==> config.mk <==
export PLATFORM = sky130hd
export DESIGN_NAME = emw_top
export DESIGN_NICKNAME = d
export VERILOG_FILES = /design/src/verilog/emw_pkg.sv /design/src/verilog/emw_top.sv /design/src/verilog/emw_window_decode.sv
export VERILOG_INCLUDE_DIRS = /design/src /design/src/verilog
export SDC_FILE = /design/constraint.sdc
export NUM_CORES = 1
export LEC_CHECK = 0
export ABC_AREA = 1
export BUFFER_PORTS_ARGS = -buffer_cell sky130_fd_sc_hd__buf_2
export CORE_UTILIZATION = 40
export DETAILED_ROUTE_END_ITERATION = 12
export HOLD_SLACK_MARGIN = 0.02
export PLACE_DENSITY_LB_ADDON = 0.08
export REMOVE_ABC_BUFFERS = 1
export SETUP_SLACK_MARGIN = 0.5
export SYNTH_ARGS = -nofsm -noshare
export SYNTH_HDL_FRONTEND = slang
export SYNTH_HIERARCHICAL = 1
export SYNTH_SLANG_ARGS = --single-unit
==> constraint.sdc <==
create_clock -name clk_i -period 1.43 [get_ports clk_i]
set_input_delay 0.286 -clock clk_i [delete_from_list [all_inputs] [get_ports clk_i]]
set_output_delay 0.286 -clock clk_i [all_outputs]
set_load 0.03 [all_outputs]
==> src/verilog/emw_defs.svh <==
// Register indices, byte addresses, field positions, masks and resets.
// Assumes inclusion by the window banking files only.
`ifndef EMW_DEFS_SVH
`define EMW_DEFS_SVH

// ----------------------------------------------------------------------
// Register indices (byte address is four times the index)
// ----------------------------------------------------------------------
`define EMW_IDX_SIZE    8'h56
`define EMW_IDX_BASE    8'h57
`define EMW_IDX_BANK1   8'h58
`define EMW_IDX_BANK2   8'h59
`define EMW_IDX_PINS    8'h5A
`define EMW_IDX_STAT    8'h5B
`define EMW_ADDR(idx)   {2'b00, idx, 2'b00}

// ----------------------------------------------------------------------
// Field positions
// ----------------------------------------------------------------------
`define EMW_WINDOW1_SIZE_FIELD_LSB    0
`define EMW_WINDOW2_SIZE_FIELD_LSB    4
`define EMW_FOLLOW1_BIT 6
`define EMW_FOLLOW2_BIT 7
`define EMW_W1BASE_LSB  1
`define EMW_W2BASE_LSB  5
`define EMW_BANK_LSB    1

// ----------------------------------------------------------------------
// Writable masks and reset values
// ----------------------------------------------------------------------
`define EMW_MASK_SIZE   8'hF3
`define EMW_MASK_BASE   8'hEE
`define EMW_MASK_BANK   8'h7E
`define EMW_MASK_PINS   8'h3F
`define EMW_RST_REG     8'h00

`endif

==> src/verilog/emw_pkg.sv <==
// Types shared by the window banking files.
// Assumes nothing of its surroundings.
package emw_pkg;
  // Window size field encodings
  typedef enum logic [1:0] {
    EMW_OFF = 2'h0,
    EMW_8K  = 2'h1,
    EMW_16K = 2'h2,
    EMW_32K = 2'h3
  } emw_size_e;
  typedef logic [5:0] emw_bank_t;
endpackage

==> src/verilog/emw_top.sv <==
// Expanded memory window banking: APB register file plus window decode.
// Assumes CPU address and access strobe on clk_i, APB master on clk_i.
//
// What this block does
// Two-bit size per window, 00 disables
// Bank count shrinks as window grows
// Base bits 7:5 place window 2
// Base bits 3:1 place window 1
// 8K window starts on any 8K boundary
// 16K drops base LSB; 32K three bases
// Bank bits 6:1 drive lines 18:13
// Window hit drives its bank outward
// Bank bit needs pin assigned as expansion
// Software switches bank by writing register
// Window 1 wins where windows overlap
// 32K at 0x4000 inverts address 14
// Used low lines replace CPU address 15:13
// Unused low lines still carry CPU address
// Registers reset to zero, reserved ignored
// New values apply from next access
//
// The APB slave port was decided locally.
`timescale 1ns/10ps
`include "emw_defs.svh"
module emw_top (
  input  wire logic        clk_i,
  input  wire logic        srst_i,
  input  wire logic        psel_i,
  input  wire logic        penable_i,
  input  wire logic        pwrite_i,
  input  wire logic [11:0] paddr_i,
  input  wire logic [31:0] pwdata_i,
  output logic      [31:0] prdata_o,
  output logic             pready_o,
  output logic             pslverr_o,
  input  wire logic [15:0] cpu_addr_i,
  input  wire logic        cpu_access_i,
  output logic      [15:0] cpu_addr_o,
  output logic      [5:0]  exp_addr_o,
  output logic      [5:0]  exp_line_en_o,
  output logic      [1:0]  window_hit_o,
  output logic             gpsel1_addr_follow_o,
  output logic             gpsel2_addr_follow_o
);
  // ----------------------------------------------------------------------
  // Register state
  // ----------------------------------------------------------------------
  logic [7:0]  size_q;
  logic [7:0]  base_q;
  logic [7:0]  bank1_q;
  logic [7:0]  bank2_q;
  logic [7:0]  pins_q;
  logic [1:0]  hit_q;
  logic        pready_q;
  logic        pslverr_q;
  logic [31:0] prdata_q;
  logic [15:0] cpu_addr_q;
  logic [5:0]  exp_addr_q;

  // ----------------------------------------------------------------------
  // APB address decode
  // ----------------------------------------------------------------------
  wire logic apb_acc  = psel_i & penable_i;
  wire logic sel_size = (paddr_i == `EMW_ADDR(`EMW_IDX_SIZE));
  wire logic sel_base = (paddr_i == `EMW_ADDR(`EMW_IDX_BASE));
  wire logic sel_bk1  = (paddr_i == `EMW_ADDR(`EMW_IDX_BANK1));
  wire logic sel_bk2  = (paddr_i == `EMW_ADDR(`EMW_IDX_BANK2));
  wire logic sel_pins = (paddr_i == `EMW_ADDR(`EMW_IDX_PINS));
  wire logic sel_stat = (paddr_i == `EMW_ADDR(`EMW_IDX_STAT));
  wire logic mapped   = sel_size | sel_base | sel_bk1 | sel_bk2 | sel_pins | sel_stat;
  // Write lands only on the edge where pready is seen high
  wire logic wr_fire  = apb_acc & pready_q & pwrite_i & mapped;
  wire logic [7:0] wdat = pwdata_i[7:0];

  // Read mux; reserved bits are never stored so they read zero
  wire logic [7:0] rd_mux = sel_size ? size_q  :
                            sel_base ? base_q  :
                            sel_bk1  ? bank1_q :
                            sel_bk2  ? bank2_q :
                            sel_pins ? pins_q  :
                            sel_stat ? {6'h00, hit_q} : 8'h00;

  // ----------------------------------------------------------------------
  // APB handshake: one wait state so outputs come from flops
  // ----------------------------------------------------------------------
  always_ff @(posedge clk_i) begin
    if (srst_i) begin
      pready_q  <= 1'b0;
      pslverr_q <= 1'b0;
      prdata_q  <= 32'h0000_0000;
    end else begin
      pready_q  <= apb_acc & ~pready_q;
      pslverr_q <= apb_acc & ~pready_q & ~mapped;
      if (apb_acc & ~pready_q) begin
        prdata_q <= {24'h00_0000, rd_mux};
      end
    end
  end

  // ----------------------------------------------------------------------
  // Window registers, masked so reserved bits stay zero
  // ----------------------------------------------------------------------
  always_ff @(posedge clk_i) begin
    if (srst_i) begin
      size_q  <= `EMW_RST_REG;
      base_q  <= `EMW_RST_REG;
      bank1_q <= `EMW_RST_REG;
      bank2_q <= `EMW_RST_REG;
      pins_q  <= `EMW_RST_REG;
    end else begin
      if (wr_fire & sel_size) size_q  <= wdat & `EMW_MASK_SIZE;
      if (wr_fire & sel_base) base_q  <= wdat & `EMW_MASK_BASE;
      if (wr_fire & sel_bk1)  bank1_q <= wdat & `EMW_MASK_BANK;
      if (wr_fire & sel_bk2)  bank2_q <= wdat & `EMW_MASK_BANK;
      if (wr_fire & sel_pins) pins_q  <= wdat & `EMW_MASK_PINS;
    end
  end

  // ----------------------------------------------------------------------
  // Field extraction
  // ----------------------------------------------------------------------
  wire logic [1:0] w1_size = size_q[`EMW_WINDOW1_SIZE_FIELD_LSB +: 2];
  wire logic [1:0] w2_size = size_q[`EMW_WINDOW2_SIZE_FIELD_LSB +: 2];
  wire logic [2:0] w1_base = base_q[`EMW_W1BASE_LSB +: 3];
  wire logic [2:0] w2_base = base_q[`EMW_W2BASE_LSB +: 3];
  wire emw_pkg::emw_bank_t w1_bank = bank1_q[`EMW_BANK_LSB +: 6];
  wire emw_pkg::emw_bank_t w2_bank = bank2_q[`EMW_BANK_LSB +: 6];

  // ----------------------------------------------------------------------
  // Per-window decode
  // ----------------------------------------------------------------------
  logic               w1_hit;
  logic               w2_hit;
  emw_pkg::emw_bank_t w1_xa;
  emw_pkg::emw_bank_t w2_xa;

  emw_window_decode u_win1 (
    .size_i (w1_size),
    .base_i (w1_base),
    .bank_i (w1_bank),
    .addr_i (cpu_addr_i),
    .hit_o  (w1_hit),
    .xa_o   (w1_xa)
  );

  emw_window_decode u_win2 (
    .size_i (w2_size),
    .base_i (w2_base),
    .bank_i (w2_bank),
    .addr_i (cpu_addr_i),
    .hit_o  (w2_hit),
    .xa_o   (w2_xa)
  );

  // ----------------------------------------------------------------------
  // Priority and line selection
  // ----------------------------------------------------------------------
  wire logic act1 = cpu_access_i & w1_hit;
  wire logic act2 = cpu_access_i & w2_hit & ~act1;
  // Outside a window the low lines carry the plain CPU address
  wire emw_pkg::emw_bank_t xa_sel = act1 ? w1_xa :
                                    act2 ? w2_xa :
                                    {3'h0, cpu_addr_i[15:13]};
  wire emw_pkg::emw_bank_t xa_pin = xa_sel & pins_q[5:0];

  // Assigned low lines take over the CPU address pins
  logic [2:0] hi_addr;
  genvar gi;
  generate
    for (gi = 0; gi < 3; gi++) begin : g_hi_addr
      assign hi_addr[gi] = pins_q[gi] ? xa_sel[gi] : cpu_addr_i[13 + gi];
    end
  endgenerate

  // ----------------------------------------------------------------------
  // Pin registers; config is registered, so a write shows next access
  // ----------------------------------------------------------------------
  always_ff @(posedge clk_i) begin
    if (srst_i) begin
      cpu_addr_q <= 16'h0000;
      exp_addr_q <= 6'h00;
      hit_q      <= 2'h0;
    end else begin
      cpu_addr_q <= {hi_addr, cpu_addr_i[12:0]};
      exp_addr_q <= xa_pin;
      hit_q      <= {act2, act1};
    end
  end

  // ----------------------------------------------------------------------
  // Outputs
  // ----------------------------------------------------------------------
  assign prdata_o             = prdata_q;
  assign pready_o             = pready_q;
  assign pslverr_o            = pslverr_q;
  assign cpu_addr_o           = cpu_addr_q;
  assign exp_addr_o           = exp_addr_q;
  assign exp_line_en_o        = pins_q[5:0];
  assign window_hit_o         = hit_q;
  assign gpsel1_addr_follow_o = size_q[`EMW_FOLLOW1_BIT];
  assign gpsel2_addr_follow_o = size_q[`EMW_FOLLOW2_BIT];
endmodule // emw_top

==> src/verilog/emw_window_decode.sv <==
// One address window: hit decode and expansion line value.
// Assumes a registered size, base and bank from the register file.
`timescale 1ns/10ps
module emw_window_decode (
  input  wire logic [1:0]        size_i,
  input  wire logic [2:0]        base_i,
  input  wire emw_pkg::emw_bank_t bank_i,
  input  wire logic [15:0]       addr_i,
  output logic                   hit_o,
  output emw_pkg::emw_bank_t     xa_o
);
  // ----------------------------------------------------------------------
  // Hit decode per size
  // ----------------------------------------------------------------------
  wire logic sz_8k  = (size_i == emw_pkg::EMW_8K);
  wire logic sz_16k = (size_i == emw_pkg::EMW_16K);
  wire logic sz_32k = (size_i == emw_pkg::EMW_32K);
  // Base 010/011 places a 32K window at 0x4000
  wire logic mid32  = ~base_i[2] & base_i[1];
  wire logic hit8   = (addr_i[15:13] == base_i);
  wire logic hit16  = (addr_i[15:14] == base_i[2:1]);
  wire logic hit32  = mid32 ? (addr_i[15] ^ addr_i[14]) : (addr_i[15] == base_i[2]);
  assign hit_o = (sz_8k & hit8) | (sz_16k & hit16) | (sz_32k & hit32);

  // ----------------------------------------------------------------------
  // Line value: in-window address bits replace unused bank bits
  // ----------------------------------------------------------------------
  // Mid window inverts bit 14 so the memory sees one contiguous range
  assign xa_o = sz_16k ? {bank_i[5:1], addr_i[13]} :
                sz_32k ? {bank_i[5:2], addr_i[14] ^ mid32, addr_i[13]} :
                bank_i;
endmodule // emw_window_decode

==> reports/qor.txt, run 1 <==
Filler cells: 702
number of library cell types mapped by synthesis: 30
clock root buffer: clkbuf_8
run status: complete, but fails checks
crit path launch: base_q[3]
asr flop ratio synth: 0%
Buf/Inv on CP: 2
post-route DRC violation count: 0
WP data required: 1.71 ns
Avg Synthesized Cell Area: 6.60 um^2
top cells by area, synth: dfxtp_1, nand2_1, inv_1, nor2_1, buf_4
Worst IR Drop VDD: 0.388 mV
routed wire length on met2: 6190 um
Longest Clk Path Bufs: 2
Post-synth top cells: nand2_1, inv_1, nor2_1
row cnt: 35
worst skew pair latency: 0.35 ns
largest stage delay on the critical path: 0.36 ns
highest metal used: met4
worst r2r src: base_q[3]
Ant. Diodes: 0
WL met1: 5360 um
R2R Setup Slk: -0.05 ns
Critical Path End Type: flop
Yosys warning count: 6
skew final: 0.00847 ns
CTS Hold Buffers Added: 0
critical path's top delay family: simple AND/OR/NAND/NOR gates
starting density of the core: 41.2%
Final Non-Filler Cells: 892
Crit-path slowest cell: dfxtp_2
CP cell instances: inv_2 -> nand2_1 -> nand3_1 -> nor2_1 -> nand2_1 -> nand2_1 -> nand2_2 -> nand3_2 -> buf_6 -> nand2_1 -> a21oi_1 -> o21ai_1 -> a21oi_1
CP endpoint: cpu_addr_o[13]
Clock Sinks: 64
Place WS: -0.243 ns
Post-synth EDFFs: 0
htree depth: 3
final core occ: 69.4%
final slew viol count: 0
Startpoint Class: flop
worst r2r path cells: 13
largest net degree at the start of global routing: 18
f_max: 0.675 GHz
cells after synthesis: 577
Via-to-Cell Ratio: 4.77
routed length on met3: 928 um
placed cells: 827
most frequent CP cell: nand2_1
WP data arrival: 1.76 ns
Synth top area share: 33.7%
Total Routing Usage GR: 25.8%
Area Overhead vs Synth: 68.3%
initial antenna violation count: 0
nets: 824
Vias: 4256
first-pass GRT wire length: 19600 um
Initial DRC Count: 238
die width: 99.6 um
layout cells sized above 1: 54.0%
TritonCTS clock tree: yes
Clock transition at path regs: 0.08 ns
routed len/inst: 14.6 um
Synth Cell Area: 3810 um^2
number of buffers created by CTS: 9
DIE AREA: 9910 um^2
vias in the first global route: 3955
Final Critical Period: 1.48 ns
die height: 99.6 um
Hold Path Class: in -> reg
Post-Route WL: 13000 um
period utilization: 104%
count leader, synth: nand2_1
RSZ-0062 raised after global routing: yes
Crit. path cell count: 13
number of synthesized register bits: 64
WS Path Type: reg -> reg
setup_tns: -0.270 ns
Detailed Routing Iterations Pass 1: 5
Max Cap Viol: 0
Critical R2R Capture: cpu_addr_o[13]
total grt overflow: 0
Pwr Density: 682 nW/um^2
Routed Antenna Nets: 0
dpl hpwl: 8000 um
main flop type after synthesis: dfxtp_1
Setup violations, final: 9
post-synthesis sequential area ratio: 33.7%
I/O pins: 132
Final GP Congestion: 0.859
PortBufs: 83
failing checks: setup timing
Fin. Hold Viols: 0
Core Region: 9240 um^2
Max FO, Critical Path: 4
final setup margin: -0.0513 ns
Synth area leader: dfxtp_1
leak pwr: 3.23 nW
[worst min path at each step]
stage | startpoint | end | slack [ns] | cells after the start
2_1_floorplan | srst_i | cpu_addr_o[13] | 0.36 | 1
4_1_cts | cpu_addr_i[1] | cpu_addr_o[1] | 0.13 | 3
5_1_grt | cpu_addr_i[0] | cpu_addr_o[0] | 0.14 | 3
3_5_place_dp | prdata_o[3] | prdata_o[3] | 0.46 | 2
3_3_place_gp | prdata_o[3] | prdata_o[3] | 0.46 | 2
6_report | cpu_addr_i[2] | cpu_addr_o[2] | 0.13 | 3
[kinds of logic after synthesis]
group / Yosys count / synth area share [%]
compound gates: 36 / 5.55
buf+inv: 167 / 20.9
flops: 64 / 33.7
other cells: 1 / 0.0985
simple gates: 309 / 39.8
[state kept, by name (all words and copies together), names as in the netlist]
| signal | flops |
|---|---|
| window_hit_o | 2 |
| cpu_addr_o | 16 |
| base_q | 6 |
| pins_q | 6 |
| pslverr_o | 1 |
| pready_o | 1 |
| size_q | 6 |
| prdata_o | 8 |
| exp_addr_o | 6 |
| bank1_q | 6 |
| bank2_q | 6 |
[timing repair]
| item | CTS | global route |
|---|---|---|
| resized for setup | 274 | 76 |
| setup endpoints to repair | 93 | 93 |
| gates cloned | 6 | 0 |
| pin swaps | 100 | 93 |
| buffers inserted | 33 | 10 |
[layout by cell type (no fill, tap or decap), types with 13 or more instances in the layout]
| master | n |
|---|---|
| nand2_1 | 93 |
| conb_1 | 24 |
| dfxtp_1 | 13 |
| dfxtp_2 | 46 |
| buf_6 | 79 |
| buf_2 | 29 |
| nand4_1 | 36 |
| nor2_2 | 21 |
| nand2_4 | 17 |
| nand2_2 | 30 |
| nor2_4 | 19 |
| buf_4 | 64 |
| inv_1 | 86 |
| nor2_1 | 59 |
| inv_2 | 26 |
[stage by stage]
stage	total power (W)	hold slack, ns	area, um^2
2_1_floorplan	0.00219	0.355	3550
3_3_place_gp	0.00239	0.459	4660
3_5_place_dp	0.00240	0.458	4660
4_1_cts	0.00432	0.129	6130
5_1_grt	0.00452	0.135	6410
6_report	0.00437	0.131	6410
[worst reg2reg max path: cells and delay by family (launching register included)]
| kind | cells | cell delay (ns) |
|---|---|---|
| flip-flops | 1 | 0.36 |
| AND/OR/NAND/NOR | 8 | 0.54 |
| AO/OA/AOI/OAI | 3 | 0.35 |
| buffers and inverters | 2 | 0.18 |
[layer usage]
metal | vias to the layer above | track usage, %
met1 | 1918 | 32.2
met4 | 0 | 10.4
li1 | 2078 | -
met2 | 212 | 44.3
met5 | - | 0
met3 | 48 | 4.15
[layout make-up]
cell class,instances,area (um^2),area share [%]
Tap cell,129,161,2.52
Clock buffer,9,124,1.93
Sequential cell,64,1360,21.2
Inverter,121,474,7.40
Clock inverter,7,103,1.60
Multi-Input combinational cell,369,2230,34.8
Timing Repair Buffer,193,1960,30.6
[where the power goes]
group          internal, W  total, W  switching [W]
Sequential         0.00181   0.00183      0.0000191
Combinational     0.000294  0.000729       0.000435
Clock              0.00100   0.00181       0.000808
Total              0.00311   0.00437        0.00126
Note: power is estimated with default switching activity, not from simulation.
==> run 2, diff against run 1 <==
--- a/config.mk
+++ b/config.mk
@@ -6,13 +6,11 @@
 export SDC_FILE = /design/constraint.sdc
 export NUM_CORES = 1
 export LEC_CHECK = 0
-export ABC_AREA = 1
 export BUFFER_PORTS_ARGS = -buffer_cell sky130_fd_sc_hd__buf_2
 export CORE_UTILIZATION = 40
 export DETAILED_ROUTE_END_ITERATION = 12
 export HOLD_SLACK_MARGIN = 0.02
-export PLACE_DENSITY_LB_ADDON = 0.08
-export REMOVE_ABC_BUFFERS = 1
+export PLACE_DENSITY = 0.71
 export SETUP_SLACK_MARGIN = 0.5
 export SYNTH_ARGS = -nofsm -noshare
 export SYNTH_HDL_FRONTEND = slang
==> reports/qor.txt, run 2 <==
Max Cap Viol: 0 (unchanged)
cells after synthesis: 371 (-36%)
leak pwr: 2.18 nW (-32%)
GRT Max-Usage Layer: met2
Startpoint Class: flop
CP cell instances: nor2b_4 -> or3_4 -> a22oi_2 -> nand2_1 -> nor3_4 -> a22oi_1 -> nor2b_1
I/O pins: 132 (unchanged)
post-synthesis sequential area ratio: 40.0% (+6.4 points)
Post-synth top cells: dfxtp_1, a21oi_1, nand3_1
Synth Cell Area: 3200 um^2 (-16%)
Clock Sinks: 64 (unchanged)
htree depth: 3 (unchanged)
max reg flops: 16 (unchanged)
GRT met2 Usage: 44.9% (+0.59 points)
worst skew pair latency: 0.36 ns (about the same)
clock root buffer: clkbuf_8
TritonCTS clock tree: yes
PortBufs: 83 (unchanged)
final setup margin: -0.299 ns (-0.248 ns)
total power: 0.00427 W (-2.3%)
Core Region: 7730 um^2 (-16%)
number of synthesized register bits: 64 (unchanged)
Total Routing Usage GR: 25.9% (+0.049 points)
main flop type after synthesis: dfxtp_1
dpl hpwl: 7080 um (-12%)
run status: complete, but fails checks
met1 usage: 31.4% (-0.83 points)
post-route DRC violation count: 0 (unchanged)
final core occ: 70.8% (+1.4 points)
Synth area leader: dfxtp_1
Hold Path Class: in -> reg
vias in the first global route: 3312 (-16%)
setup_tns: -2.15 ns (-1.88 ns)
Worst IR Drop VDD: 0.463 mV (+19%)
nets: 589 (-29%)
Critical Path End Type: flop
routed len/inst: 19.7 um (+35%)
WP data required: 1.72 ns (about the same)
Clock transition at path regs: 0.07 ns (about the same)
Final Critical Period: 1.73 ns (+0.248 ns)
Pwr Density: 781 nW/um^2 (+14%)
Post-synth EDFFs: 0 (unchanged)
Setup violations, final: 15 (+6)
leading cell type in the layout, fill and taps excluded: buf_6
Initial DRC Count: 409 (+72%)
Detailed Routing Iterations Pass 1: 5 (unchanged)
Max FO, Critical Path: 7 (+3)
row cnt: 32 (-8.6%)
Yosys warning count: 6 (unchanged)
number of buffers created by CTS: 9 (unchanged)
layout cells sized above 1: 62.3% (+8.3 points)
Via-to-Cell Ratio: 5.82 (+22%)
largest net degree at the start of global routing: 24 (+6)
failing checks: setup timing
die width: 91.5 um (-8.1%)
Routed Antenna Nets: 0 (unchanged)
Area Overhead vs Synth: 70.8%
largest stage delay on the critical path: 0.33 ns (-0.03 ns)
RSZ-0062 raised after global routing: yes
die height: 91.5 um (-8.1%)
first-pass GRT wire length: 16800 um (-14%)
starting density of the core: 41.4% (+0.21 points)
final slew viol count: 0 (unchanged)
Filler cells: 532 (-24%)
Final GP Congestion: 0.899 (+4.6%)
Vias: 3669 (-14%)
skew final: 0.00958 ns (+0.00111 ns)
asr flop ratio synth: 0% (unchanged)
Ant. Diodes: 0 (unchanged)
Fin. Hold Viols: 0 (unchanged)
total grt overflow: 0 (unchanged)
Avg Synthesized Cell Area: 8.63 um^2 (+31%)
Synth top area share: 40.0% (+6.4 points)
period utilization: 121% (+17 points)
Crit-path slowest cell: dfxtp_2
DIE AREA: 8360 um^2 (-16%)
Post-Route WL: 12400 um (-4.6%)
top cells by area, synth: dfxtp_1, buf_4, a21oi_1, nand3_1, o21ai_0
initial antenna violation count: 0 (unchanged)
met3 Use GR: 5.28% (+1.1 points)
count leader, synth: dfxtp_1
worst hold slack: 0.139 ns (+0.00819 ns)
f_max: 0.578 GHz (-14%)
number of library cell types mapped by synthesis: 49 (+63%)
CTS Hold Buffers Added: 0 (unchanged)
WP data arrival: 2.02 ns (+0.26 ns)
Longest Clk Path Bufs: 2 (unchanged)
most frequent cells in the layout: buf_6, buf_4, dfxtp_2
WS Path Type: reg -> reg
==> run 2: changes by cell type after synthesis, moves of 22 or more <==
| cell | before | now |
|---|---|---|
| nor2_1 | 77 | 6 |
| inv_1 | 114 | 4 |
| nand4_1 | 36 | 4 |
| nor2b_1 | 0 | 22 |
| a21oi_1 | 13 | 39 |
| nand2_1 | 133 | 21 |
==> run 2: logic make-up after synthesis <==
| kind of cell | share of synthesized area, % |
|---|---|
| and+or+nand+nor | 22.4 |
| AOI/OAI and AO/OA | 20.4 |
| DFF | 40.0 |
| buffers and inverters | 10.5 |
| muxes | 4.89 |
| xor gates and xnor gates | 1.64 |
| other | 0.117 |
==> run 2: area by class of cell <==
cell class	instances	area (um^2)	share of cell area, %
Multi-Input combinational cell	275	2240	40.9
Tap cell	102	128	2.33
Sequential cell	64	1350	24.6
Clock inverter	5	61.3	1.12
Inverter	4	15.0	0.275
Timing Repair Buffer	169	1520	27.8
Clock buffer	11	163	2.97
==> run 2: through the flow <==
| stage | setup WS (ns) | std cells | instance area [um^2] |
|---|---|---|---|
| CTS | -0.238 | 614 | 5080 |
| global route | -0.340 | 630 | 5470 |
| global placement | -0.287 | 586 | 4150 |
| detailed placement | -0.383 | 586 | 4150 |
| finish | -0.299 | 630 | 5470 |
| floorplan | -0.176 | 394 | 3480 |
==> run 2: power by group <==
group | leakage, nW | switching, W | internal (W)
logic | 1.53 | 0.000423 | 0.000271
registers | 0.540 | 0.0000158 | 0.00181
clock network | 0.115 | 0.000780 | 0.000967
total | 2.18 | 0.00122 | 0.00305
==> run 2: worst paths after layout <==
path                            slack, ns     startpoint       endpoint  cells after the start
worst max-delay path                -0.30      base_q[6]  exp_addr_o[3]                      7
worst max register to register      -0.30      base_q[6]  exp_addr_o[3]                      7
worst min register to register       0.50      pins_q[5]  exp_addr_o[5]                      1
worst min-delay path                 0.14  cpu_addr_i[7]  cpu_addr_o[7]                      2
==> run 2: metal layers <==
layer / part of all wire, % / vias up
li1: - / 1596
met1: 38 / 1731
met2: 48 / 276
met3: 9.2 / 66
met4: 4.7 / 0
met5: 0 / -
==> run 2: what timing repair did <==
item	CTS	global route
endpoints found under the setup margin	93	93
setup buffers	12	15
pin swaps	32	21
gates cloned	0	1
resized for setup	199	56
==> run 2: critical path: cells and delay by family, from the launching register on <==
family | cells | cell delay [ns]
and+or+nand+nor | 5 | 0.93
AOI/OAI and AO/OA | 2 | 0.41
DFF | 1 | 0.33
==> run 3, diff against run 2 <==
--- a/config.mk
+++ b/config.mk
@@ -11,6 +11,7 @@
 export DETAILED_ROUTE_END_ITERATION = 12
 export HOLD_SLACK_MARGIN = 0.02
 export PLACE_DENSITY = 0.71
+export REMOVE_ABC_BUFFERS = 1
 export SETUP_SLACK_MARGIN = 0.5
 export SYNTH_ARGS = -nofsm -noshare
 export SYNTH_HDL_FRONTEND = slang
==> reports/qor.txt, run 3 (synthesized netlist as in run 2, its figures left out) <==
worst hold slack: 0.137 ns (-0.00187 ns)
hold path endpoint: cpu_addr_o[2]
die height: 91.5 um (unchanged)
routed len/inst: 19.4 um (-1.7%)
Via-to-Cell Ratio: 5.76 (-1.1%)
period utilization: 124% (+2.8 points)
leak pwr: 2.16 nW (-0.99%)
skew final: 0.0164 ns (+0.00679 ns)
Critical Path End Type: flop
I/O pins: 132 (unchanged)
post-route DRC violation count: 0 (unchanged)
vias in the first global route: 3389 (+2.3%)
WP data required: 1.71 ns (about the same)
final setup margin: -0.339 ns (-0.0400 ns)
Final Cell Area: 5450 um^2 (-0.30%)
run status: complete, but fails checks
final core occ: 70.5% (-0.21 points)
total grt overflow: 0 (unchanged)
PortBufs: 83 (unchanged)
TritonCTS clock tree: yes
hold depth: 2 (unchanged)
nets: 593 (+0.68%)
CTS Hold Buffers Added: 0 (unchanged)
Fin. Hold Viols: 0 (unchanged)
Clock transition at path regs: 0.09 ns (+0.02 ns)
number of buffers created by CTS: 9 (unchanged)
WP data arrival: 2.05 ns (+0.03 ns)
Ant. Diodes: 0 (unchanged)
dpl cell area: 4000 um^2 (-3.6%)
final slew viol count: 0 (unchanged)
max reg flops: 16 (unchanged)
Routed Antenna Nets: 0 (unchanged)
worst r2r path cells: 8 (+1)
DIE AREA: 8360 um^2 (unchanged)
dpl hpwl: 7290 um (+3.1%)
Core Region: 7730 um^2 (unchanged)
initial antenna violation count: 0 (unchanged)
f_max: 0.565 GHz (-2.3%)
first-pass GRT wire length: 16900 um (+0.45%)
most frequent CP cell: a22oi_2
Final Critical Period: 1.77 ns (+0.0400 ns)
row cnt: 32 (unchanged)
largest stage delay on the critical path: 0.32 ns (about the same)
Critical R2R Capture: exp_addr_o[5]
Vias: 3650 (-0.52%)
failing checks: setup timing
HP Start: cpu_addr_i[2]
Area Overhead vs Synth: 70.3%
Post-Route WL: 12300 um (-1.1%)
Worst-Margin Slew: 0.542 ns
die width: 91.5 um (unchanged)
worst skew pair latency: 0.35 ns (about the same)
Worst IR Drop VDD: 0.351 mV (-24%)
Crit-path slowest cell: dfxtp_2
clock root buffer: clkbuf_8
Pwr Density: 725 nW/um^2 (-7.1%)
Detailed Routing Iterations Pass 1: 6 (+1)
Final GP Congestion: 0.889 (-1.1%)
Hold Path Class: in -> reg
WS Path Type: reg -> reg
Total Routing Usage GR: 26.3% (+0.39 points)
Clock Sinks: 64 (unchanged)
most frequent cells in the layout: buf_6, buf_4, dfxtp_2
R2R Setup Slk: -0.34 ns (-0.04 ns)
Startpoint Class: flop
htree depth: 3 (unchanged)
starting density of the core: 41.4% (unchanged)
Max FO, Critical Path: 4 (-3)
Setup violations, final: 19 (+4)
leading cell type in the layout, fill and taps excluded: buf_6
worst r2r src: base_q[6]
Initial DRC Count: 304 (-26%)
CP cell instances: nor2b_4 -> or3_1 -> a22oi_2 -> nand2_1 -> nor3_2 -> buf_4 -> a22oi_2 -> nor2b_1
Max Cap Viol: 0 (unchanged)
Slew headroom: 63.9%
layout cells sized above 1: 64.8% (+2.5 points)
Longest Clk Path Bufs: 2 (unchanged)
largest net degree at the start of global routing: 26 (+8.3%)
RSZ-0062 raised after global routing: yes
## run 3: changes by cell type in the layout (fill, tap and decap cells not counted), sizes merged
| cell | delta |
|---|---|
| buf | +3 |
| clkinvlp | +3 |
| bufinv | -1 |
| inv | -1 |
## run 3: worst max-delay path by stage
stage | startpoint | cells after the start | to
detailed placement | paddr_i[4] | 6 | bank1_q[5]
CTS | base_q[6] | 7 | exp_addr_o[1]
floorplan | pready_o | 4 | base_q[5]
finish | base_q[6] | 8 | exp_addr_o[5]
global route | base_q[6] | 8 | exp_addr_o[5]
global placement | paddr_i[4] | 6 | prdata_o[1]
## run 3: where the power goes
part	internal (W)	switching, W
combinational	0.000260	0.000412
clock	0.000678	0.000777
sequential	0.00181	0.0000170
## run 3: area by class of cell
cell class	count	area, um^2
multi-input cells	275	2270
clock inverters	6	45.0
inverters	4	15.0
fillers	545	2280
repair buffers	173	1510
well taps	102	128
flip-flops and latches	64	1350
clock buffers	10	138
## run 3: per-stage QoR
step	setup slack, ns	total power, W	std cells	setup TNS [ns]
floorplan	-0.347	0.00212	343	-8.49
CTS	-0.198	0.00388	625	-1.68
detailed placement	-0.470	0.00237	592	-14.30
finish	-0.339	0.00395	634	-2.81
global placement	-0.429	0.00236	592	-11.93
global route	-0.370	0.00410	634	-3.63
## run 3: what timing repair did
action / CTS / global route
endpoints found under the setup margin: 92 / 92
gates resized for setup: 259 / 61
endpoints found under the hold margin: 0 / 0
cloned: 1 / 1
pin swaps: 39 / 27
buffers inserted: 16 / 8
## run 3: routing by layer
layer	global-route usage (%)	share of wire [%]	vias to the layer above
met5	0	0	-
met4	11.6	5.3	0
met3	6.11	7.0	73
met2	45.2	50	232
met1	30.9	38	1736
li1	-	-	1609
## run 3: worst max-delay path, delay by kind of cell (launching register included)
family	cells	cell delay, ns
AND/OR/NAND/NOR	5	0.87
AO/OA/AOI/OAI	2	0.33
buffers and inverters	1	0.20
flip-flops	1	0.32
